### src/pkg/fss_pkg.sv
`default_nettype none
package fss_pkg;

  // ----------------------------------------
  // Bus geometry
  // ----------------------------------------
  localparam int ADDR_W = 10;
  localparam int DATA_W = 32;
  localparam int REG_W = 8;

  // ----------------------------------------
  // Register indices, byte address is index times four
  // ----------------------------------------
  localparam logic [7:0] IDX_MAIN_STATUS = 8'h00;
  localparam logic [7:0] IDX_PRESENCE = 8'h06;
  localparam logic [7:0] IDX_FAN_ONE = 8'h10;
  localparam logic [7:0] IDX_FAN_TWO = 8'h11;
  localparam logic [7:0] IDX_OFS_LOCAL = 8'h30;
  localparam logic [7:0] IDX_OFS_REMOTE_ONE = 8'h31;
  localparam logic [7:0] IDX_OFS_REMOTE_TWO = 8'h32;
  localparam logic [7:0] IDX_INT_STATUS = 8'h60;
  localparam logic [7:0] IDX_INT_MASK = 8'h61;

  // ----------------------------------------
  // Fan status fields
  // ----------------------------------------
  localparam int FS_MISSING = 0;
  localparam int FS_REMOVED = 1;
  localparam int FS_FAULT = 2;
  localparam int FS_FAULT_L = 3;
  localparam int FS_SLEEP = 4;
  localparam int FS_PRIO = 5;
  localparam int FS_TACH_L = 6;
  localparam int FS_INSERTED = 7;

  // ----------------------------------------
  // Other fields and reset values
  // ----------------------------------------
  localparam int PR_LOCAL = 0;
  localparam int PR_REMOTE_ONE = 1;
  localparam int PR_REMOTE_TWO = 2;
  localparam int MS_FAN_SUMMARY = 6;
  localparam int EV_PER_FAN = 4;
  localparam logic [7:0] OFS_RST = 8'h00;
  localparam logic [7:0] MASK_RST = 8'h00;
  localparam logic [7:0] INT_RST = 8'h00;

  // ----------------------------------------
  // Types
  // ----------------------------------------
  typedef enum logic [1:0] {
    FSS_SPD_NORMAL,
    FSS_SPD_ALARM,
    FSS_SPD_HOTPLUG,
    FSS_SPD_STOP
  } fss_speed_e;

  typedef struct packed {
    logic missing;
    logic faultN;
    logic tachFault;
    logic alarmReq;
    logic hotPlugReq;
    logic sleepAlarmEn;
    logic overTemp;
  } fss_fan_in_s;

  typedef struct packed {
    logic [7:0] status;
    logic [EV_PER_FAN-1:0] events;
    fss_speed_e speed;
  } fss_fan_out_s;

endpackage
`default_nettype wire

### src/rtl/fss_fan_channel.sv
`default_nettype none
module fss_fan_channel
  import fss_pkg::*;
(
  input wire logic clock,
  input wire logic arst_n,
  input wire fss_fan_in_s pins,
  input wire logic wrEn,
  input wire logic [7:0] wrData,
  output fss_fan_out_s out
);

  logic armed;
  logic prevMissing;
  logic prevFaultN;
  logic removedL;
  logic faultL;
  logic tachL;
  logic insertedL;
  logic sleep;
  logic prio;
  logic removeEv;
  logic insertEv;
  logic faultEv;
  logic tachEv;
  fss_speed_e speed;
  fss_speed_e next_speed;

  // ----------------------------------------
  // Pin history and edges
  // ----------------------------------------
  always_ff @(posedge clock or negedge arst_n) begin
    if (!arst_n) begin
      armed <= 1'b0;
      prevMissing <= 1'b0;
      prevFaultN <= 1'b1;
    end else begin
      armed <= 1'b1;
      prevMissing <= pins.missing;
      prevFaultN <= pins.faultN;
    end
  end

  assign removeEv = armed & pins.missing & ~prevMissing;
  assign insertEv = armed & ~pins.missing & prevMissing;
  assign faultEv = armed & ~sleep & ~pins.missing & prevFaultN & ~pins.faultN;
  assign tachEv = ~sleep & ~pins.missing & pins.tachFault;

  // ----------------------------------------
  // Latched event bits, set beats clear
  // ----------------------------------------
  always_ff @(posedge clock or negedge arst_n) begin
    if (!arst_n) begin
      removedL <= 1'b0;
      faultL <= 1'b0;
      tachL <= 1'b0;
      insertedL <= 1'b0;
    end else begin
      removedL <= removeEv | (removedL & ~(wrEn & ~wrData[FS_REMOVED]));
      insertedL <= insertEv | (insertedL & ~(wrEn & ~wrData[FS_INSERTED]));
      if (pins.missing) begin
        faultL <= 1'b0;
        tachL <= 1'b0;
      end else begin
        faultL <= faultEv | (faultL & ~(wrEn & ~wrData[FS_FAULT_L]));
        tachL <= tachEv | (tachL & ~(wrEn & ~wrData[FS_TACH_L]));
      end
    end
  end

  // ----------------------------------------
  // Sleep and priority controls
  // ----------------------------------------
  always_ff @(posedge clock or negedge arst_n) begin
    if (!arst_n) begin
      sleep <= 1'b0;
      prio <= 1'b0;
    end else if (wrEn) begin
      sleep <= wrData[FS_SLEEP];
      prio <= wrData[FS_PRIO];
    end
  end

  // ----------------------------------------
  // Speed selection
  // ----------------------------------------
  always_comb begin
    if (sleep) begin
      next_speed = (pins.sleepAlarmEn & pins.overTemp) ? FSS_SPD_ALARM : FSS_SPD_STOP;
    end else if (pins.alarmReq & pins.hotPlugReq & ~insertedL) begin
      next_speed = prio ? FSS_SPD_HOTPLUG : FSS_SPD_ALARM;
    end else if (pins.alarmReq) begin
      next_speed = FSS_SPD_ALARM;
    end else if (pins.hotPlugReq & ~insertedL) begin
      next_speed = FSS_SPD_HOTPLUG;
    end else begin
      next_speed = FSS_SPD_NORMAL;
    end
  end

  always_ff @(posedge clock or negedge arst_n) begin
    if (!arst_n) begin
      speed <= FSS_SPD_NORMAL;
    end else begin
      speed <= next_speed;
    end
  end

  // ----------------------------------------
  // Status view
  // ----------------------------------------
  always_comb begin
    out.status = {insertedL, tachL, prio, sleep, faultL, ~pins.faultN, removedL, pins.missing};
    out.events = {insertEv, tachEv, faultEv, removeEv};
    out.speed = speed;
  end

endmodule
`default_nettype wire

### src/rtl/fss_regbank.sv
// Function
// - Presence bit 0 always reads one
// - Presence bits 1,2 show detected remote diodes
// - Presence bits 3 to 7 read zero
// - Status bit 0 follows fan missing pin
// - Bit 1 latches fan removal until cleared
// - Bit 2 is inverse of fault pin
// - Bit 3 latches fault edge until cleared
// - Missing fan holds bits 3,6 cleared
// - Sleep stops fan, suspends fault monitoring
// - Sleeping fan alarms on overtemperature only with sleepAlarmEn set
// - Bit 5 picks hot-plug or alarm speed
// - Bit 6 latches tach fault until cleared
// - Bit 7 latches fan insertion until cleared
// - Hot-plugged fan runs at normal speed
// - Fan status registers at 10h, 11h
// - Per-channel offset added to temperature
// - Offsets at 30h, 31h, 32h
// - Summary flag ORs fan event bits
//
// Decided for this implementation: the APB register port.
`default_nettype none
module fss_regbank
  import fss_pkg::*;
#(
  parameter int FANS = 2,
  parameter int TEMP_CH = 3
) (
  input wire logic clock,
  input wire logic arst_n,
  input wire logic psel,
  input wire logic penable,
  input wire logic pwrite,
  input wire logic [ADDR_W-1:0] paddr,
  input wire logic [DATA_W-1:0] pwdata,
  output logic [DATA_W-1:0] prdata,
  output logic pready,
  output logic pslverr,
  input wire logic remoteDiodeOnePresent,
  input wire logic remoteDiodeTwoPresent,
  input wire fss_fan_in_s [FANS-1:0] fanPins,
  input wire logic [TEMP_CH-1:0][REG_W-1:0] measuredTemp,
  output logic [TEMP_CH-1:0][REG_W-1:0] correctedTemp,
  output fss_speed_e [FANS-1:0] fanSpeed,
  output logic irq
);

  if (FANS != 2 || TEMP_CH != 3) begin : gBadParam
    $error("fss_regbank: register map serves two fans, three channels");
  end

  // ----------------------------------------
  // Declarations
  // ----------------------------------------
  logic access;
  logic aligned;
  logic wrStrobe;
  logic [7:0] index;
  logic [7:0] wrByte;
  logic mapped;
  logic [7:0] readByte;
  logic armed;
  logic remoteOne;
  logic remoteTwo;
  logic [7:0] presence;
  logic [7:0] mainStatus;
  logic fanSummary;
  logic [FANS-1:0] fanWr;
  fss_fan_out_s [FANS-1:0] fanOut;
  logic [TEMP_CH-1:0][REG_W-1:0] offset;
  logic [TEMP_CH-1:0] offsetWr;
  logic [7:0] intStatus;
  logic [7:0] intMask;
  logic [7:0] intEvents;
  logic [7:0] intClear;

  // ----------------------------------------
  // APB decode
  // ----------------------------------------
  assign access = psel & penable;
  assign aligned = (paddr[1:0] == 2'b00);
  assign index = paddr[9:2];
  assign wrByte = pwdata[7:0];
  assign wrStrobe = access & pwrite & aligned & mapped;
  assign pready = 1'b1;
  assign pslverr = access & ~(aligned & mapped);

  always_comb begin
    case (index)
      IDX_MAIN_STATUS: mapped = 1'b1;
      IDX_PRESENCE: mapped = 1'b1;
      IDX_FAN_ONE: mapped = 1'b1;
      IDX_FAN_TWO: mapped = 1'b1;
      IDX_OFS_LOCAL: mapped = 1'b1;
      IDX_OFS_REMOTE_ONE: mapped = 1'b1;
      IDX_OFS_REMOTE_TWO: mapped = 1'b1;
      IDX_INT_STATUS: mapped = 1'b1;
      IDX_INT_MASK: mapped = 1'b1;
      default: mapped = 1'b0;
    endcase
  end

  // ----------------------------------------
  // Read multiplexer
  // ----------------------------------------
  always_comb begin
    case (index)
      IDX_MAIN_STATUS: readByte = mainStatus;
      IDX_PRESENCE: readByte = presence;
      IDX_FAN_ONE: readByte = fanOut[0].status;
      IDX_FAN_TWO: readByte = fanOut[1].status;
      IDX_OFS_LOCAL: readByte = offset[0];
      IDX_OFS_REMOTE_ONE: readByte = offset[1];
      IDX_OFS_REMOTE_TWO: readByte = offset[2];
      IDX_INT_STATUS: readByte = intStatus;
      IDX_INT_MASK: readByte = intMask;
      default: readByte = 8'h00;
    endcase
  end

  always_comb begin
    prdata = '0;
    if (access & ~pwrite & aligned & mapped) begin
      prdata[7:0] = readByte;
    end
  end

  // ----------------------------------------
  // Sensor presence, captured once after reset
  // ----------------------------------------
  always_ff @(posedge clock or negedge arst_n) begin
    if (!arst_n) begin
      armed <= 1'b0;
    end else begin
      armed <= 1'b1;
    end
  end

  always_ff @(posedge clock or negedge arst_n) begin
    if (!arst_n) begin
      remoteOne <= 1'b0;
      remoteTwo <= 1'b0;
    end else if (!armed) begin
      remoteOne <= remoteDiodeOnePresent;
      remoteTwo <= remoteDiodeTwoPresent;
    end
  end

  always_comb begin
    presence = 8'h00;
    presence[PR_LOCAL] = 1'b1;
    presence[PR_REMOTE_ONE] = remoteOne;
    presence[PR_REMOTE_TWO] = remoteTwo;
  end

  // ----------------------------------------
  // Main status summary
  // ----------------------------------------
  always_comb begin
    fanSummary = 1'b0;
    for (int f = 0; f < FANS; f++) begin
      fanSummary = fanSummary | fanOut[f].status[FS_REMOVED]
        | fanOut[f].status[FS_FAULT_L] | fanOut[f].status[FS_TACH_L]
        | fanOut[f].status[FS_INSERTED];
    end
    mainStatus = 8'h00;
    mainStatus[MS_FAN_SUMMARY] = fanSummary;
  end

  // ----------------------------------------
  // Fan channels
  // ----------------------------------------
  for (genvar f = 0; f < FANS; f++) begin : gFan
    assign fanWr[f] = wrStrobe & (index == IDX_FAN_ONE + 8'(f));
    assign fanSpeed[f] = fanOut[f].speed;
    assign intEvents[f*EV_PER_FAN +: EV_PER_FAN] = fanOut[f].events;

    fss_fan_channel uFan (
      .clock(clock),
      .arst_n(arst_n),
      .pins(fanPins[f]),
      .wrEn(fanWr[f]),
      .wrData(wrByte),
      .out(fanOut[f])
    );
  end

  // ----------------------------------------
  // Temperature offsets
  // ----------------------------------------
  for (genvar c = 0; c < TEMP_CH; c++) begin : gOfs
    assign offsetWr[c] = wrStrobe & (index == IDX_OFS_LOCAL + 8'(c));

    always_ff @(posedge clock or negedge arst_n) begin
      if (!arst_n) begin
        offset[c] <= OFS_RST;
      end else if (offsetWr[c]) begin
        offset[c] <= wrByte;
      end
    end
  end

  fss_temp_offset #(
    .CHANNELS(TEMP_CH),
    .WIDTH(REG_W)
  ) uOffset (
    .clock(clock),
    .arst_n(arst_n),
    .measured(measuredTemp),
    .offset(offset),
    .corrected(correctedTemp)
  );

  // ----------------------------------------
  // Interrupt status, mask and output
  // ----------------------------------------
  assign intClear = (wrStrobe && index == IDX_INT_STATUS) ? wrByte : 8'h00;

  always_ff @(posedge clock or negedge arst_n) begin
    if (!arst_n) begin
      intStatus <= INT_RST;
    end else begin
      intStatus <= (intStatus & ~intClear) | intEvents;
    end
  end

  always_ff @(posedge clock or negedge arst_n) begin
    if (!arst_n) begin
      intMask <= MASK_RST;
    end else if (wrStrobe && index == IDX_INT_MASK) begin
      intMask <= wrByte;
    end
  end

  always_ff @(posedge clock or negedge arst_n) begin
    if (!arst_n) begin
      irq <= 1'b0;
    end else begin
      irq <= |(intStatus & intMask);
    end
  end

endmodule
`default_nettype wire

### src/rtl/fss_temp_offset.sv
`default_nettype none
module fss_temp_offset
  import fss_pkg::*;
#(
  parameter int CHANNELS = 3,
  parameter int WIDTH = 8
) (
  input wire logic clock,
  input wire logic arst_n,
  input wire logic [CHANNELS-1:0][WIDTH-1:0] measured,
  input wire logic [CHANNELS-1:0][WIDTH-1:0] offset,
  output logic [CHANNELS-1:0][WIDTH-1:0] corrected
);

  if (CHANNELS < 1 || WIDTH < 2) begin : gBadParam
    $error("fss_temp_offset: unsupported parameters");
  end

  // ----------------------------------------
  // Per-channel correction adder
  // ----------------------------------------
  for (genvar c = 0; c < CHANNELS; c++) begin : gChan
    always_ff @(posedge clock or negedge arst_n) begin
      if (!arst_n) begin
        corrected[c] <= '0;
      end else begin
        corrected[c] <= WIDTH'(measured[c] + offset[c]);
      end
    end
  end

endmodule
`default_nettype wire

### config.mk
export PLATFORM = sky130hd
export DESIGN_NAME = fss_regbank
export DESIGN_NICKNAME = d
export VERILOG_FILES = /design/src/pkg/fss_pkg.sv /design/src/rtl/fss_fan_channel.sv /design/src/rtl/fss_regbank.sv /design/src/rtl/fss_temp_offset.sv
export SDC_FILE = /design/constraint.sdc
export NUM_CORES = 1
export LEC_CHECK = 0
export ABC_AREA = 1
export BUFFER_PORTS_ARGS = -buffer_cell sky130_fd_sc_hd__buf_4
export CAP_MARGIN = 20
export CORE_MARGIN = 2
export CORE_UTILIZATION = 55
export DETAILED_ROUTE_END_ITERATION = 10
export GPL_ROUTABILITY_DRIVEN = 0
export PLACE_DENSITY = 0.95
export SETUP_SLACK_MARGIN = 0.15
export SYNTH_ARGS = -nofsm -noshare
export SYNTH_HDL_FRONTEND = slang
export SYNTH_SLANG_ARGS = --single-unit
### constraint.sdc
create_clock -name clock -period 4.75 [get_ports clock]
set_clock_uncertainty 0.05 [all_clocks]
set_input_delay 0.475 -clock clock [delete_from_list [all_inputs] [get_ports clock]]
set_output_delay 0.475 -clock clock [all_outputs]
set_load 0.01 [all_outputs]
==> out/qor.json, run 1 <==
{
  "placed_area": {"value": 5680, "unit": "sq um"},
  "postSynth.asyncResetShare": {"value": 100, "unit": "%"},
  "outcome": {"value": "completed"},
  "final-max-slew-violation-count": {"value": 0},
  "post_cts.resized_instances": {"value": 0},
  "tritoncts": {"value": "done"},
  "yosys_register_bits": {"value": 88},
  "critical_path_arrival": {"value": 2330, "unit": "ps"},
  "grt_util_all_layers": {"value": 26.3, "unit": "%"},
  "grt.met1_usage": {"value": 33.0, "unit": "%"},
  "minimum_clock_period_after_layout": {"value": 2850, "unit": "ps"},
  "detailroute.via_count": {"value": 4357},
  "layout_commonest_cell": {"value": "sky130_fd_sc_hd__nand2_1"},
  "worst_hold_path_type": {"value": "in -> async"},
  "antennaDiodeCount": {"value": 0},
  "floorplan.core_area": {"value": 8720, "unit": "sq um"},
  "floorplan.initialDensity": {"value": 56.7, "unit": "%"},
  "stdcell_area": {"value": 5890, "unit": "sq um"},
  "route.detailed.wl_per_inst": {"value": 16.2, "unit": "microns"},
  "cts_root_buffer": {"value": "sky130_fd_sc_hd__clkbuf_8"},
  "drt-pass1-iter-count": {"value": 7},
  "port_buffers": {"value": 100},
  "crit_path_max_fanout": {"value": 9},
  "grt_antenna_before_repair": {"value": 0},
  "max_freq": {"value": 350, "unit": "MHz"},
  "cts-root-to-sink-buffers": {"value": 2},
  "first_global_vias": {"value": 4273},
  "avg_inst_size_synth": {"value": 8.84, "unit": "sq um"},
  "critPathLaunchType": {"value": "primary input"},
  "die_area": {"value": 9770, "unit": "sq um"},
  "layoutNonFillerInstCount": {"value": 779},
  "synth.yosys.warnings": {"value": 0},
  "met3_layer_usage_reported_by_global_route": {"value": 6.03, "unit": "%"},
  "grt_overflow": {"value": 0},
  "timing.slew.headroom": {"value": 60.0, "unit": "%"},
  "post_detailed_routing_wire_length": {"value": 12600, "unit": "microns"},
  "grt_setup_unrepaired": {"value": "no"},
  "syn_inst": {"value": 560},
  "synthesis.area": {"value": 4950, "unit": "sq um"},
  "fin_tns_setup": {"value": 0, "unit": "ps"},
  "crit_path_end_kind": {"value": "output port"},
  "ratio_of_cells_with_drive_above_1_in_the_final_layout": {"value": 23.0, "unit": "%"},
  "fp.dieW": {"value": 98.9, "unit": "microns"},
  "cts_max_level": {"value": 3},
  "later_pin_clock_latency_in_the_skew_report": {"value": 370, "unit": "ps"},
  "clkTransAtPathRegs": {"value": 90, "unit": "ps"},
  "ys_types": {"value": 38},
  "io_pins": {"value": 150},
  "drt.antenna.violating_nets": {"value": 0},
  "synth_sequential_area_ratio": {"value": 44.6, "unit": "%"},
  "setup_viol": {"value": 0},
  "global_route.usage.met2": {"value": 44.4, "unit": "%"},
  "power_density": {"value": 262, "unit": "nW/um^2"},
  "die_h": {"value": 98.9, "unit": "microns"},
  "period_share": {"value": 60.1, "unit": "%"},
  "power.static_leakage": {"value": 0.00316, "unit": "uW"},
  "detail_route.iter0.violations": {"value": 403},
  "cap_violations": {"value": 0},
  "layout.cells.most_common_list": {"value": "sky130_fd_sc_hd__nand2_1 (123), sky130_fd_sc_hd__buf_4 (101), sky130_fd_sc_hd__dfrtp_1 (86), sky130_fd_sc_hd__inv_1 (71), sky130_fd_sc_hd__o21ai_0 (30)"},
  "cts_hold_buf": {"value": 0},
  "post_place_setup_slack": {"value": 1940, "unit": "ps"},
  "finish.utilization": {"value": 67.6, "unit": "%"},
  "placedCellCount": {"value": 763},
  "maximum_vdd_ir_drop": {"value": 0.181, "unit": "mV"},
  "worst_setup_slack_after_layout": {"value": 1900, "unit": "ps"},
  "timing.setup.critical_path_class": {"value": "in -> out"},
  "synth-edff-count": {"value": 0},
  "drt_drc_violations_left": {"value": 0},
  "hpwl": {"value": 9620, "unit": "microns"},
  "tightest_slew": {"value": 598, "unit": "ps"},
  "final_nets": {"value": 777},
  "post_cts.repair.setup_buffers": {"value": 0},
  "worstPathRequired": {"value": 4220, "unit": "ps"},
  "detail_route.vias_per_cell": {"value": 5.59},
  "area.growth.synth_to_final": {"value": 19.1, "unit": "%"},
  "tritoncts_sinks": {"value": 88},
  "tritoncts.num_buffers": {"value": 9},
  "pin_count_of_the_biggest_net_entering_global_routing": {"value": 48},
  "grt_most_used_layer": {"value": "met2"},
  "endpoints_failing_hold": {"value": 0},
  "grt_first_pass_wirelength": {"value": 20300, "unit": "microns"},
  "placement_rows": {"value": 34},
  "synth_ff_type": {"value": "sky130_fd_sc_hd__dfrtp_1"}
}
-- power by group --
part | total, uW | switching (uW) | internal [uW]
sequential | 781 | 7.86 | 773
clock | 558 | 283 | 275
combinational | 203 | 114 | 88.6
total | 1540 | 405 | 1140
-- state kept, by name, summed over array words and instances, names as in the netlist, 4 cells and up --
| signal | flops |
|---|---|
| offset | 24 |
| uOffset.corrected | 24 |
| intMask | 8 |
| intStatus | 8 |
| gFan.uFan.speed | 4 |
-- cell families after synthesis --
group                    count (synthesis)  share of synthesized area (%)
AO/OA/AOI/OAI                          110                           12.7
buffers and inverters                  106                           10.8
other                                    2                          0.152
XOR/XNOR                                18                           3.19
flip-flops                              88                           44.6
adder cells (fa/ha/maj)                 24                           6.52
AND/OR/NAND/NOR                        212                           22.0
-- synth_stat cells, types with 5 or more instances --
master                      n  share of area (%)
sky130_fd_sc_hd__nand2_1  123                9.3
sky130_fd_sc_hd__xnor2_1    5               0.88
sky130_fd_sc_hd__o21a_1     5               0.76
sky130_fd_sc_hd__inv_1     71                5.4
sky130_fd_sc_hd__xor2_1    13                2.3
sky130_fd_sc_hd__a31oi_1    5               0.63
sky130_fd_sc_hd__buf_4     25                3.8
sky130_fd_sc_hd__ha_1      21                5.3
sky130_fd_sc_hd__o21ai_0   30                3.0
sky130_fd_sc_hd__nor2_1    28                2.1
sky130_fd_sc_hd__nand3_1   18                1.8
sky130_fd_sc_hd__o22ai_1   10                1.3
sky130_fd_sc_hd__nor3_1     9               0.91
sky130_fd_sc_hd__a21oi_1   26                2.6
sky130_fd_sc_hd__inv_2      5               0.38
sky130_fd_sc_hd__nand2_2    6               0.76
sky130_fd_sc_hd__dfrtp_1   86                 43
sky130_fd_sc_hd__nand2_4    6                1.4
sky130_fd_sc_hd__o21ai_1   20                2.0
sky130_fd_sc_hd__nor2_8     8                3.2
-- routing by layer --
metal  vias up  routed length (microns)  share of wire [%]
met1      2016                     4640                 37
li1       1993                        -                  -
met4         0                      430                3.4
met3        52                     1270                 10
met2       296                     6260                 50
met5         -                        0                  0
-- stage by stage --
step / hold WS (ps) / total power, uW
2_1_floorplan: 129 / 898
3_3_place_gp: 410 / 988
3_5_place_dp: 413 / 999
4_1_cts: 32.2 / 1550
5_1_grt: 49.9 / 1600
6_report: 14.3 / 1540
-- worst max-delay path, stage by stage --
cell and delay [ps]:
sky130_fd_sc_hd__buf_4 110, sky130_fd_sc_hd__inv_2 60, sky130_fd_sc_hd__nand2_4 90, sky130_fd_sc_hd__nor2_8 210, sky130_fd_sc_hd__nand2_1 180, sky130_fd_sc_hd__nand2_1 120
sky130_fd_sc_hd__nor2_2 60, sky130_fd_sc_hd__nand2_4 120, sky130_fd_sc_hd__nand3_1 320, sky130_fd_sc_hd__a31oi_1 390, sky130_fd_sc_hd__buf_4 190
-- layout make-up --
type                       instances  area [sq um]
clock buffer                      11           151
clock inverter                     5          62.6
fill                             634          2830
inverter                          76           285
multi-input combinational        390          2300
sequential                        88          2200
tap                              108           135
timing repair buffer             101           758
-- final timing paths --
| check | start | endpoint | slack (ps) | depth (start not counted) |
|---|---|---|---|---|
| setup / recovery | paddr[5] | prdata[2] | 1900 | 11 |
| hold / removal | arst_n | uOffset.corrected[20] | 10 | 1 |
| setup reg to reg | offset[16] | uOffset.corrected[22] | 2730 | 7 |
| hold reg to reg | remoteTwo | remoteTwo | 430 | 2 |
| max in group asynchronous | arst_n | intMask[7] | 3650 | 2 |
| min in group clock | fanPins[13] | gFan[1].uFan.prevMissing | 160 | 1 |
Note: power is estimated with default switching activity, not from simulation.
==> run 2, diff against run 1 <==
--- a/config.mk
+++ b/config.mk
@@ -5,14 +5,14 @@
 export SDC_FILE = /design/constraint.sdc
 export NUM_CORES = 1
 export LEC_CHECK = 0
-export ABC_AREA = 1
+export ABC_AREA = 0
 export BUFFER_PORTS_ARGS = -buffer_cell sky130_fd_sc_hd__buf_4
 export CAP_MARGIN = 20
 export CORE_MARGIN = 2
-export CORE_UTILIZATION = 55
+export CORE_UTILIZATION = 52
 export DETAILED_ROUTE_END_ITERATION = 10
 export GPL_ROUTABILITY_DRIVEN = 0
-export PLACE_DENSITY = 0.95
+export PLACE_DENSITY = 0.91
 export SETUP_SLACK_MARGIN = 0.15
 export SYNTH_ARGS = -nofsm -noshare
 export SYNTH_HDL_FRONTEND = slang
==> constraint.sdc (replaced) <==
create_clock -name clock -period 2.9 [get_ports clock]
set_clock_uncertainty 0.05 [all_clocks]
set_input_delay 0.29 -clock clock [delete_from_list [all_inputs] [get_ports clock]]
set_output_delay 0.29 -clock clock [all_outputs]
set_load 0.01 [all_outputs]
==> out/qor.json, run 2 <==
{
  "worst_hold_path_type": {"value": "in -> reg", "change": "was in -> async"},
  "synth.yosys.warnings": {"value": 0, "change": "unchanged"},
  "tritoncts_sinks": {"value": 88, "change": "unchanged"},
  "die_h": {"value": 99.6, "unit": "microns", "change": "was 98.9 microns"},
  "route.detailed.wl_per_inst": {"value": 18.9, "unit": "microns", "change": "was 16.2 microns"},
  "final_nets": {"value": 654, "change": "was 777"},
  "crit_path_max_fanout": {"value": 12, "change": "was 9"},
  "max_freq": {"value": 395, "unit": "MHz"},
  "endpoints_failing_hold": {"value": 0, "change": "unchanged"},
  "synth-edff-count": {"value": 0, "change": "unchanged"},
  "yosys_register_bits": {"value": 88, "change": "unchanged"},
  "antennaDiodeCount": {"value": 0, "change": "unchanged"},
  "netlist_top_cells_area": {"value": "sky130_fd_sc_hd__dfrtp_1 (45%), sky130_fd_sc_hd__mux2_2 (9.0%), sky130_fd_sc_hd__ha_1 (5.5%)", "change": "was sky130_fd_sc_hd__dfrtp_1 (43%), sky130_fd_sc_hd__nand2_1 (9.3%), sky130_fd_sc_hd__inv_1 (5.4%)"},
  "drt_drc_violations_left": {"value": 0, "change": "unchanged"},
  "tritoncts.num_buffers": {"value": 9, "change": "unchanged"},
  "setup_viol": {"value": 0, "change": "unchanged"},
  "fp.dieW": {"value": 99.6, "unit": "microns", "change": "was 98.9 microns"},
  "layout.cells.most_common_list": {"value": "sky130_fd_sc_hd__buf_4 (102), sky130_fd_sc_hd__dfrtp_1 (86), sky130_fd_sc_hd__nor2_1 (40), sky130_fd_sc_hd__mux2_2 (38), sky130_fd_sc_hd__conb_1 (26)", "change": "was sky130_fd_sc_hd__nand2_1 (123), sky130_fd_sc_hd__buf_4 (101), sky130_fd_sc_hd__dfrtp_1 (86), sky130_fd_sc_hd__inv_1 (71), sky130_fd_sc_hd__o21ai_0 (30)"},
  "final-max-slew-violation-count": {"value": 0, "change": "unchanged"},
  "synth_ff_type": {"value": "sky130_fd_sc_hd__dfrtp_1", "change": "unchanged"},
  "layoutNonFillerInstCount": {"value": 656, "change": "was 779"},
  "grt_util_all_layers": {"value": 25.6, "unit": "%", "change": "was 26.3%"},
  "hpwl": {"value": 9170, "unit": "microns", "change": "was 9620 microns"},
  "crit_slowest_cell": {"value": "sky130_fd_sc_hd__or4_4", "change": "was sky130_fd_sc_hd__a31oi_1"},
  "clkTransAtPathRegs": {"value": 90, "unit": "ps", "change": "about the same"},
  "cap_violations": {"value": 0, "change": "unchanged"},
  "post_detailed_routing_wire_length": {"value": 12400, "unit": "microns", "change": "was 12600 microns"},
  "fin_tns_setup": {"value": 0, "unit": "ps", "change": "unchanged"},
  "io_pins": {"value": 150, "change": "unchanged"},
  "tightest_slew": {"value": 689, "unit": "ps", "change": "was 598 ps"},
  "power.static_leakage": {"value": 0.00275, "unit": "uW", "change": "was 0.00316 uW"},
  "floorplan.core_area": {"value": 8810, "unit": "sq um", "change": "was 8720 sq um"},
  "ratio_of_cells_with_drive_above_1_in_the_final_layout": {"value": 31.8, "unit": "%", "change": "was 23.0%"},
  "avg_inst_size_synth": {"value": 11.0, "unit": "sq um", "change": "was 8.84 sq um"},
  "detailroute.via_count": {"value": 4020, "change": "was 4357"},
  "fin_worst_hold_slack": {"value": 33.0, "unit": "ps", "change": "was 14.3 ps"},
  "finish.utilization": {"value": 65.5, "unit": "%", "change": "was 67.6%"},
  "post_cts.resized_instances": {"value": 0, "change": "unchanged"},
  "grt_setup_unrepaired": {"value": "no", "change": "unchanged"},
  "synth_top_area_cell": {"value": "sky130_fd_sc_hd__dfrtp_1", "change": "unchanged"},
  "crit_path_end_kind": {"value": "output port", "change": "unchanged"},
  "crit_path_max_incr_delay": {"value": 570, "unit": "ps", "change": "was 390 ps"},
  "synth_sequential_area_ratio": {"value": 46.4, "unit": "%", "change": "was 44.6%"},
  "synthesis.area": {"value": 4750, "unit": "sq um", "change": "was 4950 sq um"},
  "largestRegisters": {"value": "offset: 24 flops, uOffset.corrected: 24 flops", "change": "unchanged"},
  "crit_family": {"value": "simple AND/OR/NAND/NOR gates", "change": "unchanged"},
  "drt.antenna.violating_nets": {"value": 0, "change": "unchanged"},
  "ys_types": {"value": 60, "change": "was 38"},
  "maximum_vdd_ir_drop": {"value": 0.190, "unit": "mV", "change": "was 0.181 mV"},
  "later_pin_clock_latency_in_the_skew_report": {"value": 370, "unit": "ps", "change": "about the same"},
  "placement_rows": {"value": 34, "change": "unchanged"},
  "pin_count_of_the_biggest_net_entering_global_routing": {"value": 89, "change": "was 48"},
  "grt_overflow": {"value": 0, "change": "unchanged"},
  "worst-path-buf-inv": {"value": 2, "change": "was 3"},
  "synth_commonest_cells": {"value": "sky130_fd_sc_hd__dfrtp_1 (86), sky130_fd_sc_hd__nor2_1 (40), sky130_fd_sc_hd__mux2_2 (38)", "change": "was sky130_fd_sc_hd__nand2_1 (123), sky130_fd_sc_hd__dfrtp_1 (86), sky130_fd_sc_hd__inv_1 (71)"},
  "critical_path_arrival": {"value": 2190, "unit": "ps", "change": "was 2330 ps"},
  "placedCellCount": {"value": 636, "change": "was 763"},
  "critPathLaunchType": {"value": "primary input", "change": "unchanged"},
  "detail_route.iter0.violations": {"value": 409, "change": "was 403"},
  "worst_r2r_setup_slack": {"value": 790, "unit": "ps", "change": "was 2730 ps"},
  "floorplan.initialDensity": {"value": 53.9, "unit": "%", "change": "was 56.7%"},
  "synth_top_area_share": {"value": 45.3, "unit": "%", "change": "was 43.5%"},
  "layout_commonest_cell": {"value": "sky130_fd_sc_hd__buf_4", "change": "was sky130_fd_sc_hd__nand2_1"},
  "grt_first_pass_wirelength": {"value": 19900, "unit": "microns", "change": "was 20300 microns"},
  "synthMostInstantiatedCell": {"value": "sky130_fd_sc_hd__dfrtp_1", "change": "was sky130_fd_sc_hd__nand2_1"},
  "worstPathRequired": {"value": 2560, "unit": "ps", "change": "was 4220 ps"},
  "drt-pass1-iter-count": {"value": 7, "change": "unchanged"},
  "post_cts.repair.setup_buffers": {"value": 0, "change": "unchanged"},
  "timing.slew.headroom": {"value": 53.7, "unit": "%", "change": "was 60.0%"},
  "timing.setup.critical_path_class": {"value": "in -> out", "change": "unchanged"},
  "critical_path.most_common_cell": {"value": "sky130_fd_sc_hd__buf_4"},
  "cts_root_buffer": {"value": "sky130_fd_sc_hd__clkbuf_8", "change": "unchanged"},
  "cts_hold_buf": {"value": 2, "change": "was 0"},
  "postSynth.asyncResetShare": {"value": 100, "unit": "%", "change": "unchanged"},
  "power_density": {"value": 415, "unit": "nW/um^2", "change": "was 262 nW/um^2"},
  "area.growth.synth_to_final": {"value": 21.4, "unit": "%", "change": "was 19.1%"},
  "period_share": {"value": 87.2, "unit": "%"},
  "critical_path.cell_chain": {"value": "buf_4, or4_4, nor4_4, a22oi_1, a31oi_1, buf_4", "change": "was buf_4, inv_2, nand2_4, nor2_8, nand2_1, nand2_1, nor2_2, nand2_4, nand3_1, a31oi_1, buf_4"},
  "die_area": {"value": 9910, "unit": "sq um", "change": "was 9770 sq um"},
  "tritoncts": {"value": "done", "change": "unchanged"},
  "port_buffers": {"value": 100, "change": "unchanged"},
  "detail_route.vias_per_cell": {"value": 6.13, "change": "was 5.59"},
  "cts-root-to-sink-buffers": {"value": 2, "change": "unchanged"},
  "first_global_vias": {"value": 4034, "change": "was 4273"},
  "grt_antenna_before_repair": {"value": 0, "change": "unchanged"},
  "syn_inst": {"value": 432, "change": "was 560"},
  "minimum_clock_period_after_layout": {"value": 2530, "unit": "ps"},
  "outcome": {"value": "completed", "change": "unchanged"},
  "cts_max_level": {"value": 3, "change": "unchanged"}
}
-- run 2: changes by cell type after synthesis, sizes merged, moves of 7 or more --
cell	before	now
nor3	9	17
a21o	2	10
a222oi	0	8
o21ai	54	11
inv	76	22
a22oi	0	18
nand2	137	22
mux2	0	38
nand3	19	6
o22ai	10	0
xor2	13	3
a21oi	26	10
xnor2	5	12
-- run 2: cells by family (layout without fill, tap and decap cells) --
| logic type | count (synthesis) | count (layout) | synth area share, % |
|---|---|---|---|
| flip-flops | 88 | 88 | 46.4 |
| multiplexers | 39 | 39 | 9.22 |
| AO/OA/AOI/OAI | 89 | 89 | 13.4 |
| other | 2 | 26 | 0.158 |
| AND/OR/NAND/NOR | 123 | 123 | 15.0 |
| buffers and inverters | 52 | 144 | 6.24 |
| adder cells (fa/ha/maj) | 24 | 24 | 6.80 |
| XOR/XNOR | 15 | 15 | 2.77 |
-- run 2: worst paths after layout --
kind / start / endpoint / cells past startpoint
worst min register to register: remoteTwo / remoteTwo / 1
max in group asynchronous: arst_n / gFan[0].uFan.prevFaultN / 3
min in group asynchronous: arst_n / uOffset.corrected[20] / 2
worst max-delay path: paddr[2] / prdata[7] / 6
worst min-delay path: fanPins[13] / gFan[1].uFan.prevMissing / 1
worst max register to register: offset[16] / uOffset.corrected[22] / 8
-- run 2: stage by stage --
| step | worst slack [ps] | power (uW) | instance area, sq um |
|---|---|---|---|
| 2_1_floorplan | 777 | 1430 | 4840 |
| 5_1_grt | 274 | 2480 | 5770 |
| 3_3_place_gp | 458 | 1560 | 5530 |
| 4_1_cts | 420 | 2390 | 5730 |
| 6_report | 370 | 2390 | 5770 |
| 3_5_place_dp | 421 | 1570 | 5530 |
-- run 2: area by class of cell --
| class | count | area, sq um |
|---|---|---|
| inverter | 22 | 82.6 |
| multi-input combinational | 316 | 2340 |
| clock inverter | 6 | 55.1 |
| timing repair buffer | 106 | 823 |
| tap | 108 | 135 |
| sequential | 88 | 2200 |
| fill | 681 | 3040 |
| clock buffer | 10 | 128 |
-- run 2: worst reg2reg max path, delay by kind of cell, from the launching register on --
family / cells / cell delay (ps)
flip-flops: 1 / 410
AND/OR/NAND/NOR: 3 / 410
buffers and inverters: 1 / 60
adder cells (fa/ha/maj): 2 / 580
AO/OA/AOI/OAI: 2 / 500
-- run 2: where the power goes --
group	internal, uW	switching (uW)
combinational	131	152
sequential	1260	18.1
clock	334	498
-- run 2: metal layers --
| layer | share of wire, % | routed length [microns] | vias up | global-route usage [%] |
|---|---|---|---|---|
| met4 | 3.2 | 396 | 0 | 11.6 |
| met3 | 8.9 | 1100 | 43 | 5.20 |
| met1 | 38 | 4730 | 1952 | 32.7 |
| li1 | - | - | 1762 | - |
| met2 | 50 | 6150 | 263 | 42.1 |
| met5 | 0 | 0 | - | 0 |
